[config.mk]
export PLATFORM = sky130hd
export DESIGN_NAME = emwc_top
export DESIGN_NICKNAME = d
export VERILOG_FILES = /design/src/emwc_waitgen.sv /design/src/emwc_top.sv
export SDC_FILE = /design/constraint.sdc
export NUM_CORES = 1
export LEC_CHECK = 0
export BUFFER_PORTS_ARGS = -buffer_cell sky130_fd_sc_hd__buf_2
export CORE_ASPECT_RATIO = 0.8
export CORE_UTILIZATION = 55
export DETAILED_ROUTE_END_ITERATION = 10
export MAX_ROUTING_LAYER = met4
export PLACE_DENSITY_LB_ADDON = 0.25
export SYNTH_ARGS = -nofsm -noshare
export SYNTH_HDL_FRONTEND = slang
export SYNTH_SLANG_ARGS = --single-unit
[constraint.sdc]
create_clock -name core_clk -period 11.97 [get_ports core_clk]
set_input_delay 2.394 -clock core_clk [delete_from_list [all_inputs] [get_ports core_clk]]
set_output_delay 2.394 -clock core_clk [all_outputs]
set_load 0.005 [all_outputs]
[src/emwc_waitgen.sv]
// package and per-bus wait-state sequencer for the mapper wait control
package emwc_pkg;
   // ---------------------------------------------------------------
   // register map (byte addresses, one word each)
   // ---------------------------------------------------------------
   localparam logic [3:0]  CFG_OFS        = 4'h0;
   localparam logic [3:0]  MAP_OFS        = 4'h4;
   localparam logic [3:0]  STAT_OFS       = 4'h8;
   // cfg field positions
   localparam int          CFG_FAST_POS   = 0;
   localparam int          CFG_EMEM_POS   = 1;
   localparam int          CFG_CLK2_POS   = 2;
   localparam int          CFG_BMIN_POS   = 4;
   localparam int          CFG_SMIN_POS   = 8;
   // reset values and legal ranges
   localparam logic [3:0]  BMIN_RST       = 4'h1;
   localparam logic [3:0]  BMIN_MAX       = 4'h4;
   localparam logic [3:0]  SMIN_RST       = 4'h2;
   localparam logic [3:0]  SMIN_MAX       = 4'h9;
   localparam logic [31:0] MAP_RST        = 32'h0000_0000;
   // clock class boundary, informational: software picks the class
   localparam int          FAST_CLASS_MHZ = 25;
   // translation wait states at fast class
   localparam logic [3:0]  XLAT_WS        = 4'h1;
   // region kinds in the map, two bits per 256 MiB region
   localparam logic [1:0]  KIND_TARGET    = 2'h0;
   localparam logic [1:0]  KIND_RAM       = 2'h1;
   localparam logic [1:0]  KIND_ROM       = 2'h2;
   localparam logic [1:0]  KIND_GUARD     = 2'h3;

   typedef struct packed {
      logic        req_n;
      logic        burst;
      logic        write;
      logic [31:0] addr;
   } emwc_busreq_t;

   typedef enum logic [1:0] {
      WG_IDLE = 2'b00,
      WG_WAIT = 2'b01,
      WG_PASS = 2'b11
   } emwc_wg_state_t;
endpackage

// -------------------------------------------------------------------
// wait sequencer: hold ready inactive for ws cycles, then pass source
// -------------------------------------------------------------------
module emwc_waitgen #(
   parameter int WSW = 4
) (
   input  wire logic           core_clk,
   input  wire logic           arst_n,
   input  wire logic           start,
   input  wire logic [WSW-1:0] ws,
   input  wire logic           src_ready,
   output logic                taken,
   output logic                ready,
   output logic                busy
);
   import emwc_pkg::*;

   emwc_wg_state_t state_ff;
   logic [WSW-1:0] cnt_ff;

   if (WSW < 4) begin : g_wsw_chk
      $error("wait counter too narrow");
   end

   assign taken = start && (state_ff == WG_IDLE);
   assign ready = (state_ff == WG_PASS) && src_ready;
   assign busy  = (state_ff != WG_IDLE);

   // one inactive ready per wait state
   always_ff @(posedge core_clk or negedge arst_n) begin
      if (!arst_n) begin
         state_ff <= WG_IDLE;
         cnt_ff   <= '0;
      end else begin
         case (state_ff)
            WG_IDLE: begin
               if (taken) begin
                  state_ff <= (ws == '0) ? WG_PASS : WG_WAIT;
                  cnt_ff   <= ws;
               end
            end
            WG_WAIT: begin
               cnt_ff <= cnt_ff - 1'b1;
               if (cnt_ff == {{(WSW-1){1'b0}}, 1'b1}) state_ff <= WG_PASS;
            end
            WG_PASS: begin
               if (src_ready) state_ff <= WG_IDLE;
            end
            default: state_ff <= WG_IDLE;
         endcase
      end
   end
endmodule

[src/emwc_top.sv]
// mapper wait-state and request gating between processor, target and emulation memory
// How it works
// normal class: no translation wait
// fast class with mapper: one translation wait
// mapper off: clock class ignored
// mapper off: no waits, all to target
// mapper off: no memory-type breaks
// fast mapper: new request gets dead cycle
// dead cycle only on first access
// target adds a wait on first access
// mapper on blocks pipeline enable
// enabling mapper loads latest host map
// extra waits from configured minimums
// clocks per emulation access: one or two
// pad natural waits up to minimum
// each wait holds ready inactive
module emwc_top (
   input  wire logic                  core_clk,
   input  wire logic                  arst_n,
   input  wire logic [3:0]            avs_address,
   input  wire logic                  avs_read,
   input  wire logic                  avs_write,
   input  wire logic [31:0]           avs_writedata,
   input  wire logic [3:0]            avs_byteenable,
   output logic [31:0]                avs_readdata,
   output logic                       avs_waitrequest,
   input  wire emwc_pkg::emwc_busreq_t instruction_request,
   input  wire emwc_pkg::emwc_busreq_t data_request,
   input  wire logic [1:0]            tgt_ready_n,
   input  wire logic                  tgt_pipeline_enable_n,
   output logic [1:0]                 proc_ready_n,
   output logic                       proc_pipeline_enable_n,
   output logic [1:0]                 route_emem,
   output logic                       guard_break,
   output logic                       rom_write_break
);
   import emwc_pkg::*;

   // ---------------------------------------------------------------
   // configuration and map registers
   // ---------------------------------------------------------------
   logic        fast_ff;
   logic        emem_ff;
   logic        clk2_ff;
   logic [3:0]  bmin_ff;
   logic [3:0]  smin_ff;
   logic [31:0] map_ff;
   logic [31:0] act_map_ff;
   logic        ack_ff;
   logic [31:0] rdata_ff;
   logic        wr_go;
   logic        cfg_wr;
   logic [3:0]  nxt_bmin;
   logic [3:0]  nxt_smin;
   logic [1:0]  busy_w;

   // answer one cycle after the request is seen
   assign avs_waitrequest = (avs_read || avs_write) && !ack_ff;
   assign wr_go           = avs_write && ack_ff;
   assign cfg_wr          = wr_go && (avs_address == CFG_OFS) && avs_byteenable[0]
                            && avs_byteenable[1];
   assign avs_readdata    = rdata_ff;

   always_ff @(posedge core_clk or negedge arst_n) begin
      if (!arst_n) ack_ff <= 1'b0;
      else         ack_ff <= (avs_read || avs_write) && !ack_ff;
   end

   // out-of-range minimums are clamped so emulation accesses never get a zero minimum
   always_comb begin
      nxt_bmin = avs_writedata[CFG_BMIN_POS +: 4];
      nxt_smin = avs_writedata[CFG_SMIN_POS +: 4];
      if (nxt_bmin < BMIN_RST) nxt_bmin = BMIN_RST;
      if (nxt_bmin > BMIN_MAX) nxt_bmin = BMIN_MAX;
      if (nxt_smin < SMIN_RST) nxt_smin = SMIN_RST;
      if (nxt_smin > SMIN_MAX) nxt_smin = SMIN_MAX;
   end

   // single bit selects one or two clocks
   always_ff @(posedge core_clk or negedge arst_n) begin
      if (!arst_n) begin
         fast_ff <= 1'b0;
         emem_ff <= 1'b0;
         clk2_ff <= 1'b0;
         bmin_ff <= BMIN_RST;
         smin_ff <= SMIN_RST;
      end else if (cfg_wr) begin
         fast_ff <= avs_writedata[CFG_FAST_POS];
         emem_ff <= avs_writedata[CFG_EMEM_POS];
         clk2_ff <= avs_writedata[CFG_CLK2_POS];
         bmin_ff <= nxt_bmin;
         smin_ff <= nxt_smin;
      end
   end

   always_ff @(posedge core_clk or negedge arst_n) begin
      if (!arst_n) begin
         map_ff <= MAP_RST;
      end else if (wr_go && (avs_address == MAP_OFS)) begin
         for (int b = 0; b < 4; b++) begin
            if (avs_byteenable[b]) map_ff[8*b +: 8] <= avs_writedata[8*b +: 8];
         end
      end
   end

   // the map in use is snapped when the mapper turns on
   always_ff @(posedge core_clk or negedge arst_n) begin
      if (!arst_n) act_map_ff <= MAP_RST;
      else if (cfg_wr && !emem_ff && avs_writedata[CFG_EMEM_POS]) act_map_ff <= map_ff;
   end

   always_ff @(posedge core_clk or negedge arst_n) begin
      if (!arst_n) begin
         rdata_ff <= 32'h0000_0000;
      end else if (avs_read && !ack_ff) begin
         case (avs_address)
            CFG_OFS:  rdata_ff <= {20'h0_0000, smin_ff, bmin_ff, 1'b0, clk2_ff,
                                   emem_ff, fast_ff};
            MAP_OFS:  rdata_ff <= map_ff;
            STAT_OFS: rdata_ff <= {29'h0000_0000, busy_w, emem_ff};
            default:  rdata_ff <= 32'h0000_0000;
         endcase
      end
   end

   // ---------------------------------------------------------------
   // per-bus wait computation
   // ---------------------------------------------------------------
   emwc_busreq_t   bus_w [2];
   logic [3:0]     ws_w [2];
   logic [1:0]     kind_w [2];
   logic [1:0]     first_w;
   logic [1:0]     to_emem_w;
   logic [1:0]     taken_w;
   logic [1:0]     ready_w;
   logic [1:0]     guard_w;
   logic [1:0]     romwr_w;

   assign bus_w[0] = instruction_request;
   assign bus_w[1] = data_request;

   genvar i;
   generate
      for (i = 0; i < 2; i++) begin : g_bus
         logic [3:0] xlat;
         logic [3:0] natural_ws;
         logic [3:0] min_ws;

         assign kind_w[i]     = act_map_ff[2*bus_w[i].addr[31:28] +: 2];
         assign first_w[i]    = !bus_w[i].burst;
         // mapper off sends every access to the target
         assign to_emem_w[i]  = emem_ff && ((kind_w[i] == KIND_RAM) || (kind_w[i] == KIND_ROM));
         assign route_emem[i] = to_emem_w[i];
         // translation wait only at fast class with mapper
         // gated by mapper and by first access
         assign xlat       = (emem_ff && fast_ff && first_w[i]) ? XLAT_WS : 4'h0;
         assign natural_ws = xlat + (to_emem_w[i] ? (clk2_ff ? 4'h2 : 4'h1) : 4'h0);
         assign min_ws     = to_emem_w[i] ? (first_w[i] ? smin_ff : bmin_ff) : 4'h0;
         // pad short accesses up to the minimum
         assign ws_w[i]    = (natural_ws < min_ws) ? min_ws : natural_ws;
         // memory-type breaks need the mapper
         assign guard_w[i] = taken_w[i] && emem_ff && (kind_w[i] == KIND_GUARD);
         assign romwr_w[i] = taken_w[i] && emem_ff && (kind_w[i] == KIND_ROM)
                             && bus_w[i].write;
         assign proc_ready_n[i] = !ready_w[i];

         // target ready is trusted once the ws_w waits have passed
         emwc_waitgen #(
            .WSW       (4)
         ) u_wait (
            .core_clk  (core_clk),
            .arst_n    (arst_n),
            .start     (!bus_w[i].req_n || bus_w[i].burst),
            .ws        (ws_w[i]),
            .src_ready (to_emem_w[i] || !tgt_ready_n[i]),
            .taken     (taken_w[i]),
            .ready     (ready_w[i]),
            .busy      (busy_w[i])
         );

         // cycles of inactive ready since the access was taken
         // only emulation accesses are judged: a slow target stretches the count
         logic [3:0] held_ff;
         logic [3:0] ws_hold_ff;

         always_ff @(posedge core_clk or negedge arst_n) begin
            if (!arst_n) begin
               held_ff    <= 4'h0;
               ws_hold_ff <= 4'h0;
            end else if (taken_w[i]) begin
               held_ff    <= 4'h0;
               ws_hold_ff <= ws_w[i];
            end else if (busy_w[i] && proc_ready_n[i]) begin
               held_ff <= held_ff + 4'h1;
            end
         end

      end
   endgenerate

   // ---------------------------------------------------------------
   // breaks and pipeline enable
   // ---------------------------------------------------------------
   always_ff @(posedge core_clk or negedge arst_n) begin
      if (!arst_n) begin
         guard_break     <= 1'b0;
         rom_write_break <= 1'b0;
      end else begin
         guard_break     <= |guard_w;
         rom_write_break <= |romwr_w;
      end
   end

   // pipelining only without the mapper in the path
   assign proc_pipeline_enable_n = emem_ff ? 1'b1 : tgt_pipeline_enable_n;
endmodule

# [After elaboration in Yosys (flattened, before gate mapping)]
# Cells that the tools add are included.
[totals] reg_bits=122 elab_cells=143
[op_classes] n_addsub=4 magnitude_cmp=6 n_eq_ne=20 shifts=2 n_mux=31 reduce_logical=62
[ops] op="$pmux W32 S3" count=1
[ops] op="$shiftx A32 B6 Y2" count=2
[ops] op="$mux W4" count=13
[ops] op="$logic_and A1 B1 Y1" count=26
[ops] op="$mux W2" count=10
[ops] op="$pmux W4 S2" count=2
[ops] op="$eq A2 B2 Y1 const B" count=6
[ops] op="$logic_not A4 Y1" count=3
[ops] op="$ne A2 B1 Y1 const B" count=6
[ops] op="$pmux W2 S3" count=2
[ops] op="$reduce_and A2 Y1" count=6
[ops] op="$logic_not A1 Y1" count=10
[ops] op="$eq A2 B1 Y1 const B" count=4
[ops] op="$eq A4 B1 Y1 const B" count=2
[ops] op="$reduce_bool A2 Y1" count=4
[ops] op="$sub A4 B1 Y4 const B" count=2
[ops] op="$logic_or A1 B1 Y1" count=7
[ops] op="$reduce_and A3 Y1" count=2
[ops] op="$add A1 B4 Y4" count=1
[ops] op="$eq A4 B3 Y1 const B" count=1
[ops] op="$eq A4 B4 Y1 const B" count=1
[ops] op="$gt A4 B3 Y1 const B" count=1
[ops] op="$gt A4 B4 Y1 const B" count=1
[ops] op="$logic_not A2 Y1" count=2
[ops] op="7 further kinds" count=10

# [Longest topological paths before layout]
# Gate-level depths: netlist of the first run.
[depth] ltp_word=12 depth_mapped=16 depth_no_buf=14

# [Modules after synthesis]
# From an unflattened synthesis of the first run, not the netlist that was laid out.
[unflattened] cells_unflattened=554 hier_area_um2=6354.8
[modules_own_cells] module="emwc_top" instances=1 cells_each=458 area_per_inst_um2=5526.6 seq_area_each_um2=2755.1
[modules_own_cells] module="emwc_waitgen" instances=2 cells_each=48 area_per_inst_um2=414.1 seq_area_each_um2=150.1

# [Worst setup path before layout of the first run]
# OpenSTA, ideal clock, no wires.
[synth_path] path_kind="in2out" start="input port instruction_request[28] (netlist bit)" end="output port proc_ready_n[0]" t_arrival_ns=4.656 required_ns=9.576 path_slack_ns=4.920 cell_stages=8 path_buffers=2 path_cell_list="clkbuf_1 > mux4_2 > mux4_2 > ha_1 > nand2b_1 > clkbuf_1 > nand2_1 > nand3_1"
[synth_via] elab_chain_cells=7 word_cells_on_any_way=8 classes_between="eq/ne (2); shift (1); reduce/logical (5)"
[synth_lines] element="from (decl)" line_no="emwc_top.sv:27" rtl="input wire emwc_pkg::emwc_busreq_t instruction_request,"
[synth_lines] element="$shiftx A32 B6 Y2 (*)" line_no="emwc_top.sv:149" rtl="assign kind_w[i] = act_map_ff[2*bus_w[i].addr[31:28] +: 2];"
[synth_lines] element="$eq A2 B1 Y1 or $eq A2 B2 Y1 (tied branches)" line_no="emwc_top.sv:152" rtl="assign to_emem_w[i] = emem_ff && ((kind_w[i] == KIND_RAM) || (kind_w[i] == KIND_ROM));"
[synth_lines] element="$logic_or A1 B1 Y1 (*)" line_no="emwc_top.sv:152"
[synth_lines] element="$logic_and A1 B1 Y1 (*)" line_no="emwc_top.sv:152"
[synth_lines] element="$logic_or A1 B1 Y1 (*)" line_no="emwc_top.sv:175" rtl=".src_ready (to_emem_w[i] || !tgt_ready_n[i]),"
[synth_lines] element="$logic_and A1 B1 Y1 (*)" line_no="emwc_waitgen.sv:70" rtl="assign ready = (state_ff == WG_PASS) && src_ready;"
[synth_lines] element="$logic_not A1 Y1 (*)" line_no="emwc_top.sv:165" rtl="assign proc_ready_n[i] = !ready_w[i];"
[synth_lines] element="to (decl)" line_no="emwc_top.sv:31" rtl="output logic [1:0] proc_ready_n,"
# Every way passes the cells marked *; elsewhere a longest branch is shown, timed or not.

# [Final worst setup path of the first run]
# Ends and elaborated chain as after synthesis.

==> results of run 1 <==
-- cell families (layout without fill, tap and decap cells) --
family / count (synthesis) / count (layout) / share of synthesized area (%)
buffers and inverters: 46 / 148 / 3.99
muxes: 100 / 100 / 23.0
other: 0 / 1 / 0
DFF: 122 / 122 / 48.2
AOI/OAI and AO/OA: 104 / 104 / 9.96
and+or+nand+nor: 163 / 163 / 11.7
adders and majority gates: 16 / 16 / 3.16
-- through the flow --
step	setup WS (ps)	area [um2]	std cells	power, mW
after floorplan	4920	6330	551	0.613
after global placement	4840	6860	768	0.662
after detailed placement	4810	6860	768	0.672
after CTS	4800	7440	797	1.18
after global routing	4670	7440	798	1.22
final	4810	7440	798	1.17
-- placed cells by master (no fill, tap or decap), types with 2 or more instances in the layout --
| cell type | n |
|---|---|
| bufinv_16 | 2 |
| nor2b_1 | 5 |
| nand2_1 | 88 |
| nor2_1 | 27 |
| o21ai_0 | 52 |
| clkbuf_16 | 17 |
| clkbuf_8 | 5 |
| a31oi_1 | 10 |
| mux2i_1 | 8 |
| mux2_2 | 42 |
| o31ai_1 | 3 |
| buf_4 | 4 |
| ha_1 | 16 |
| buf_2 | 99 |
| a22oi_1 | 11 |
| or3_1 | 2 |
| nor3_1 | 9 |
| clkinv_2 | 3 |
| or2_2 | 2 |
| a21o_1 | 2 |
| nand3_1 | 8 |
| a21oi_1 | 11 |
| dfstp_2 | 2 |
| nand4_1 | 2 |
| nand2b_1 | 5 |
| mux4_2 | 20 |
| inv_1 | 15 |
| o22a_2 | 3 |
| a221oi_1 | 2 |
| dfrtp_1 | 120 |
| and2_1 | 5 |
| mux2_4 | 30 |
-- critical path: stages --
cell and delay [ps]:
buf_2 260, mux4_2 550, mux4_2 510, inv_1 80
ha_1 230, nand2b_1 320, nand2_1 170, nand3_1 90
buf_2 150
-- worst min-delay path by stage --
| stage | end | depth (start not counted) | from | slack [ps] |
|---|---|---|---|---|
| global placement | ack_ff$_DFF_PN0_ | 1 | ack_ff$_DFF_PN0_ | 430 |
| floorplan | ack_ff$_DFF_PN0_ | 1 | ack_ff$_DFF_PN0_ | 430 |
| global route | ack_ff$_DFF_PN0_ | 1 | ack_ff$_DFF_PN0_ | 480 |
| detailed placement | ack_ff$_DFF_PN0_ | 1 | ack_ff$_DFF_PN0_ | 450 |
| finish | ack_ff$_DFF_PN0_ | 1 | ack_ff$_DFF_PN0_ | 450 |
| CTS | ack_ff$_DFF_PN0_ | 1 | ack_ff$_DFF_PN0_ | 460 |
-- final cells by class --
cell class,instances,share of cell area [%]
Sequential cell,122,41.0
Multi-Input combinational cell,383,40.8
Timing Repair Buffer,103,7.06
Clock buffer,22,6.64
Tap cell,144,2.42
Clock inverter,7,1.23
Inverter,16,0.807
Antenna cell,1,0.0336
-- state kept, by name, indices dropped and copies added, names as in the netlist --
| register | count |
|---|---|
| smin_ff | 4 |
| avs_readdata | 32 |
| clk2_ff | 1 |
| ack_ff | 1 |
| guard_break | 1 |
| emem_ff | 1 |
| g_bus.u_wait.cnt_ff | 8 |
| fast_ff | 1 |
| act_map_ff | 32 |
| map_ff | 32 |
| g_bus.u_wait.state_ff | 4 |
| bmin_ff | 4 |
| rom_write_break | 1 |
-- power by group through the flow --
stage | Clock, mW | Sequential (mW) | Combinational, mW
finish | 0.504 | 0.508 | 0.158
global route | 0.525 | 0.515 | 0.181
CTS | 0.509 | 0.507 | 0.160
detailed placement | 0 | 0.513 | 0.159
global placement | 0 | 0.510 | 0.152
floorplan | 0 | 0.488 | 0.125
-- cell usage after synthesis, types with 9 or more instances --
library cell  number
o21ai_0           52
ha_1              16
nor2_1            27
clkbuf_1          21
a22oi_1           11
mux2_4            30
mux2_2            42
nor3_1             9
nand2_1           88
mux4_2            20
dfrtp_1          120
a31oi_1           10
inv_1             15
a21oi_1           11
-- routing by layer --
layer / wire (um) / vias up / global-route usage (%)
li1: - / 2165 / -
met1: 6750 / 2277 / 38.5
met2: 6350 / 172 / 37.8
met3: 1010 / 28 / 6.60
met4: 372 / 0 / 11.6
met5: 0 / - / -
==> flow_summary.toml, run 1 <==
[worst_setup_path]
worst-path-max-fanout = 9
arrival_ps = 4770
start_kind = "primary input"
r2r_start = "act_map_ff[17]$_DFFE_PN0P_"
required_ps = 9580
crit_start = "instruction_request[28]"
crit_end = "proc_ready_n[0]"
critPathKind = "in2out"
r2r_slack_ps = 7690
r2r-end = "g_bus[0].u_wait.cnt_ff[2]$_DFFE_PN0P_"
reg2regPathDepth = 13
cp-end-kind = "output pin"

[finish]
drive_gt1_share_pct = 36.1
n_fill_cell = 840
multi_input_area_um2 = 3040
syn_to_final_growth_pct = 17.5
utilization_pct = 67.6
finalNetCount = 776
seq_area_um2 = 3060

[sta]
grt_setup_unrepaired = "false"
hold_violations = 0
hold_ws_ps = 453
fmax_ghz = 0.140
max-slew-margin-rel_pct = 31.8
worst_pin_slew_ps = 1020
finalCriticalPeriod_ps = 7160
maxSlewViolCount = 0
post-route-period-util_pct = 59.8
tns_ps = 0
setup_viol = 0
fin_skew_ps = 8.97

[floorplan]
io-pin-count = 157
num_rows = 34
die_w_um = 122
coreArea_um2 = 11000
die_y_um = 98.0
start_util_pct = 57.5
dieArea_um2 = 12000

[cts]
cts-hold-fix-buffers = 0
cts_setup_buffers = 0
cts_buffers = 17
clock-sinks = 122
clock_latency_ps = 410
clkTransAtPathRegs_ps = 50
cts_resized = 0
ctsLongestPathBuffers = 2
root_buffer = "clkbuf_16"
htree_levels = 4
cts_tree = "built"

[global_routing]
grt_usage_pct = 27.4
grt_overflow = 0
grt_antenna_before_repair = 1
grt_max_degree = 64
grt_pass1_wl_um = 24000
grt_pass1_vias = 4668

[power_and_ir_drop]
power_density_nw_per_um2 = 157
p_sw_mw = 0.310
vdd.ir_drop.worst_v = 0.0000949
seqPwrFrac_pct = 43.4
sw_frac_of_total_pct = 26.5
leakagePower_nw = 3.56
p_int_mw = 0.860
combinationalPowerShare_pct = 13.5
power.share.clock_pct = 43.1

[drt]
drt-vias-per-instance = 5.82
drt_iter0_drc = 358
wl_um = 14500
drc = 0
dr.pass1.iters = 5
wl_per_cell_um = 18.1
antenna_left = 0
dr_total_vias = 4642

[place]
gp_congestion = 0.859
place.detailed.hpwl_um = 10400
port_buffers = 100

[logic_synthesis]
synth.yosys.seq_area_share_pct = 48.2
yosysWarnings = 0
synth-seq-cells = 122
synthDistinctLibCells = 50
async_flop_share_pct = 100
synth_cells = 551
synth_edf_count = 0
synth_flop_cell = "dfrtp_1"
synth_area_um2 = 6330
synth.avg_cell_area_um2 = 11.5
synth_top_area_share_pct = 47.4
mappedNetlistNets = 684
synth.area.top_cells = "dfrtp_1, mux2_2, mux2_4, mux4_2, nand2_1"
synth_top_cell_by_area = "dfrtp_1"

[run_status]
outcome = "finished, final reports clean"

[hold_path]
hold_class = "reg2reg"

[run]
max_cap_violations = 0
Power figures use the tool's default switching activity.
==> run 2, diff against run 1 <==
Settings changed: CORE_UTILIZATION 55 to 49.
Clock period 11.97 ns to 5.8 ns, I/O delays scaled along.
==> run 2 against run 1 <==
Net effect:
- total power up 110%
- worst hold slack about the same
- sequential power up 110%
- first-iteration DRC count fell by 22%
- final cell count is 3.4% higher
- clock power up 110%
==> flow_summary.toml, run 2 (synthesis gave the netlist of run 1 again) <==
[drt]
dr_total_vias = 4526
wl_per_cell_um = 17.2
drc = 0
wl_um = 14200
dr.pass1.iters = 5
antenna_left = 0
drt-vias-per-instance = 5.49
drt_iter0_drc = 279

[sta]
post-route-period-util_pct = 81.6
max-slew-margin-rel_pct = 33.1
grt_setup_unrepaired = "false"
finalCriticalPeriod_ps = 4730
worst_pin_slew_ps = 1000
maxSlewViolCount = 0
setup_ws_ps = 1070
fmax_ghz = 0.211
fin_skew_ps = 10.0
setup_viol = 0
hold_violations = 0
tns_ps = 0
hold_ws_ps = 454

[floorplan]
die_y_um = 104
dieArea_um2 = 13400
die_w_um = 129
start_util_pct = 51.1
coreArea_um2 = 12400
io-pin-count = 157
num_rows = 36

[global_routing]
grt_antenna_before_repair = 0
grt_pass1_wl_um = 23600
grt_usage_pct = 23.9
grt_max_degree = 73
grt_overflow = 0
grt_pass1_vias = 4567

[finish]
utilization_pct = 60.4
drive_gt1_share_pct = 36.1
final_common_cell = "dfrtp_1"
multi_input_area_um2 = 3040
layout_common_cells = "dfrtp_1, buf_2, nand2_1"
seq_area_um2 = 3060
syn_to_final_growth_pct = 18.1
design_area_um2 = 7480
n_fill_cell = 989
finalNetCount = 776
diodes = 0
instances_no_fill = 825

[worst_setup_path]
critPathKind = "in2reg"
start_kind = "primary input"
r2r_start = "act_map_ff[21]$_DFFE_PN0P_"
cp-end-kind = "flip-flop"
crit_start = "data_request[28]"
arrival_ps = 4990
worst-path-max-fanout = 8
required_ps = 6050

[place]
gp_congestion = 0.846
port_buffers = 100
dp_slack_ps = 655
place_area_um2 = 6890
dp.cells = 795
place.detailed.hpwl_um = 10100

[cts]
htree_levels = 4
cts-hold-fix-buffers = 0
clkTransAtPathRegs_ps = 60
clock-sinks = 122
cts_setup_buffers = 0
ctsLongestPathBuffers = 2
cts_tree = "built"
root_buffer = "clkbuf_16"
cts_buffers = 17
clock_latency_ps = 420
cts_resized = 0

[power_and_ir_drop]
power_density_nw_per_um2 = 326
power_mw = 2.44
vdd.ir_drop.worst_v = 0.000208
leakagePower_nw = 3.55

[hold_path]
hold_class = "reg2reg"
hold_start = "ack_ff$_DFF_PN0_"

[run]
max_cap_violations = 0

[run_status]
outcome = "finished, final reports clean"
-- run 2: cell count changes in the layout (fill, tap and decap cells not counted), sizes merged --
cell | previous run | this run
clkbuf | 22 | 19
bufinv | 2 | 3
diode | 1 | 0
clkinvlp | 1 | 4
clkinv | 4 | 3
inv | 16 | 17
-- run 2: path summary, 6_finish.rpt --
path | end | slack, ps | depth (start not counted)
max | g_bus[1].u_wait.cnt_ff[2]$_DFFE_PN0P_ | 1070 | 14
min | ack_ff$_DFF_PN0_ | 450 | 1
max reg2reg | g_bus[0].u_wait.cnt_ff[2]$_DFFE_PN0P_ | 1750 | 13
min reg2reg | ack_ff$_DFF_PN0_ | 450 | 1
max in group asynchronous | act_map_ff[22]$_DFFE_PN0P_ | 3760 | 2
min in group asynchronous | g_bus[1].u_wait.cnt_ff[3]$_DFFE_PN0P_ | 880 | 1
-- run 2: final cells by class --
| type | count | area share [%] |
|---|---|---|
| clock buffer | 19 | 5.92 |
| clock inverter | 11 | 1.97 |
| inverter | 16 | 0.803 |
| multi-input combinational | 383 | 40.6 |
| sequential | 122 | 40.8 |
| tap | 171 | 2.86 |
| timing repair buffer | 103 | 7.02 |
-- run 2: routing by layer --
metal	part of all wire [%]	GRT usage, %	vias to the layer above	wire [um]
met5	0	-	-	0
met2	48	35.8	128	6790
met1	45	31.9	2221	6400
met3	5.8	6.04	18	821
met4	1.3	7.65	0	178
li1	-	-	2159	-
-- run 2: power by group --
group          total, mW  leakage [nW]  switching [mW]  internal (mW)
clock               1.06         0.277           0.378          0.681
sequential          1.05          1.64           0.113          0.938
combinational      0.327          1.63           0.169          0.157
total               2.44          3.55           0.660           1.78
-- run 2: worst max-delay path, stage by stage --
cell      delay [ps]
buf_2            260
mux4_2           540
mux4_2           540
ha_1             290
nand2b_1         220
inv_1            180
and2_1           200
ha_1             330
ha_1             300
o21ai_0          230
a31oi_1          110
o21ai_1          260
mux2i_1          250
a221oi_1         110
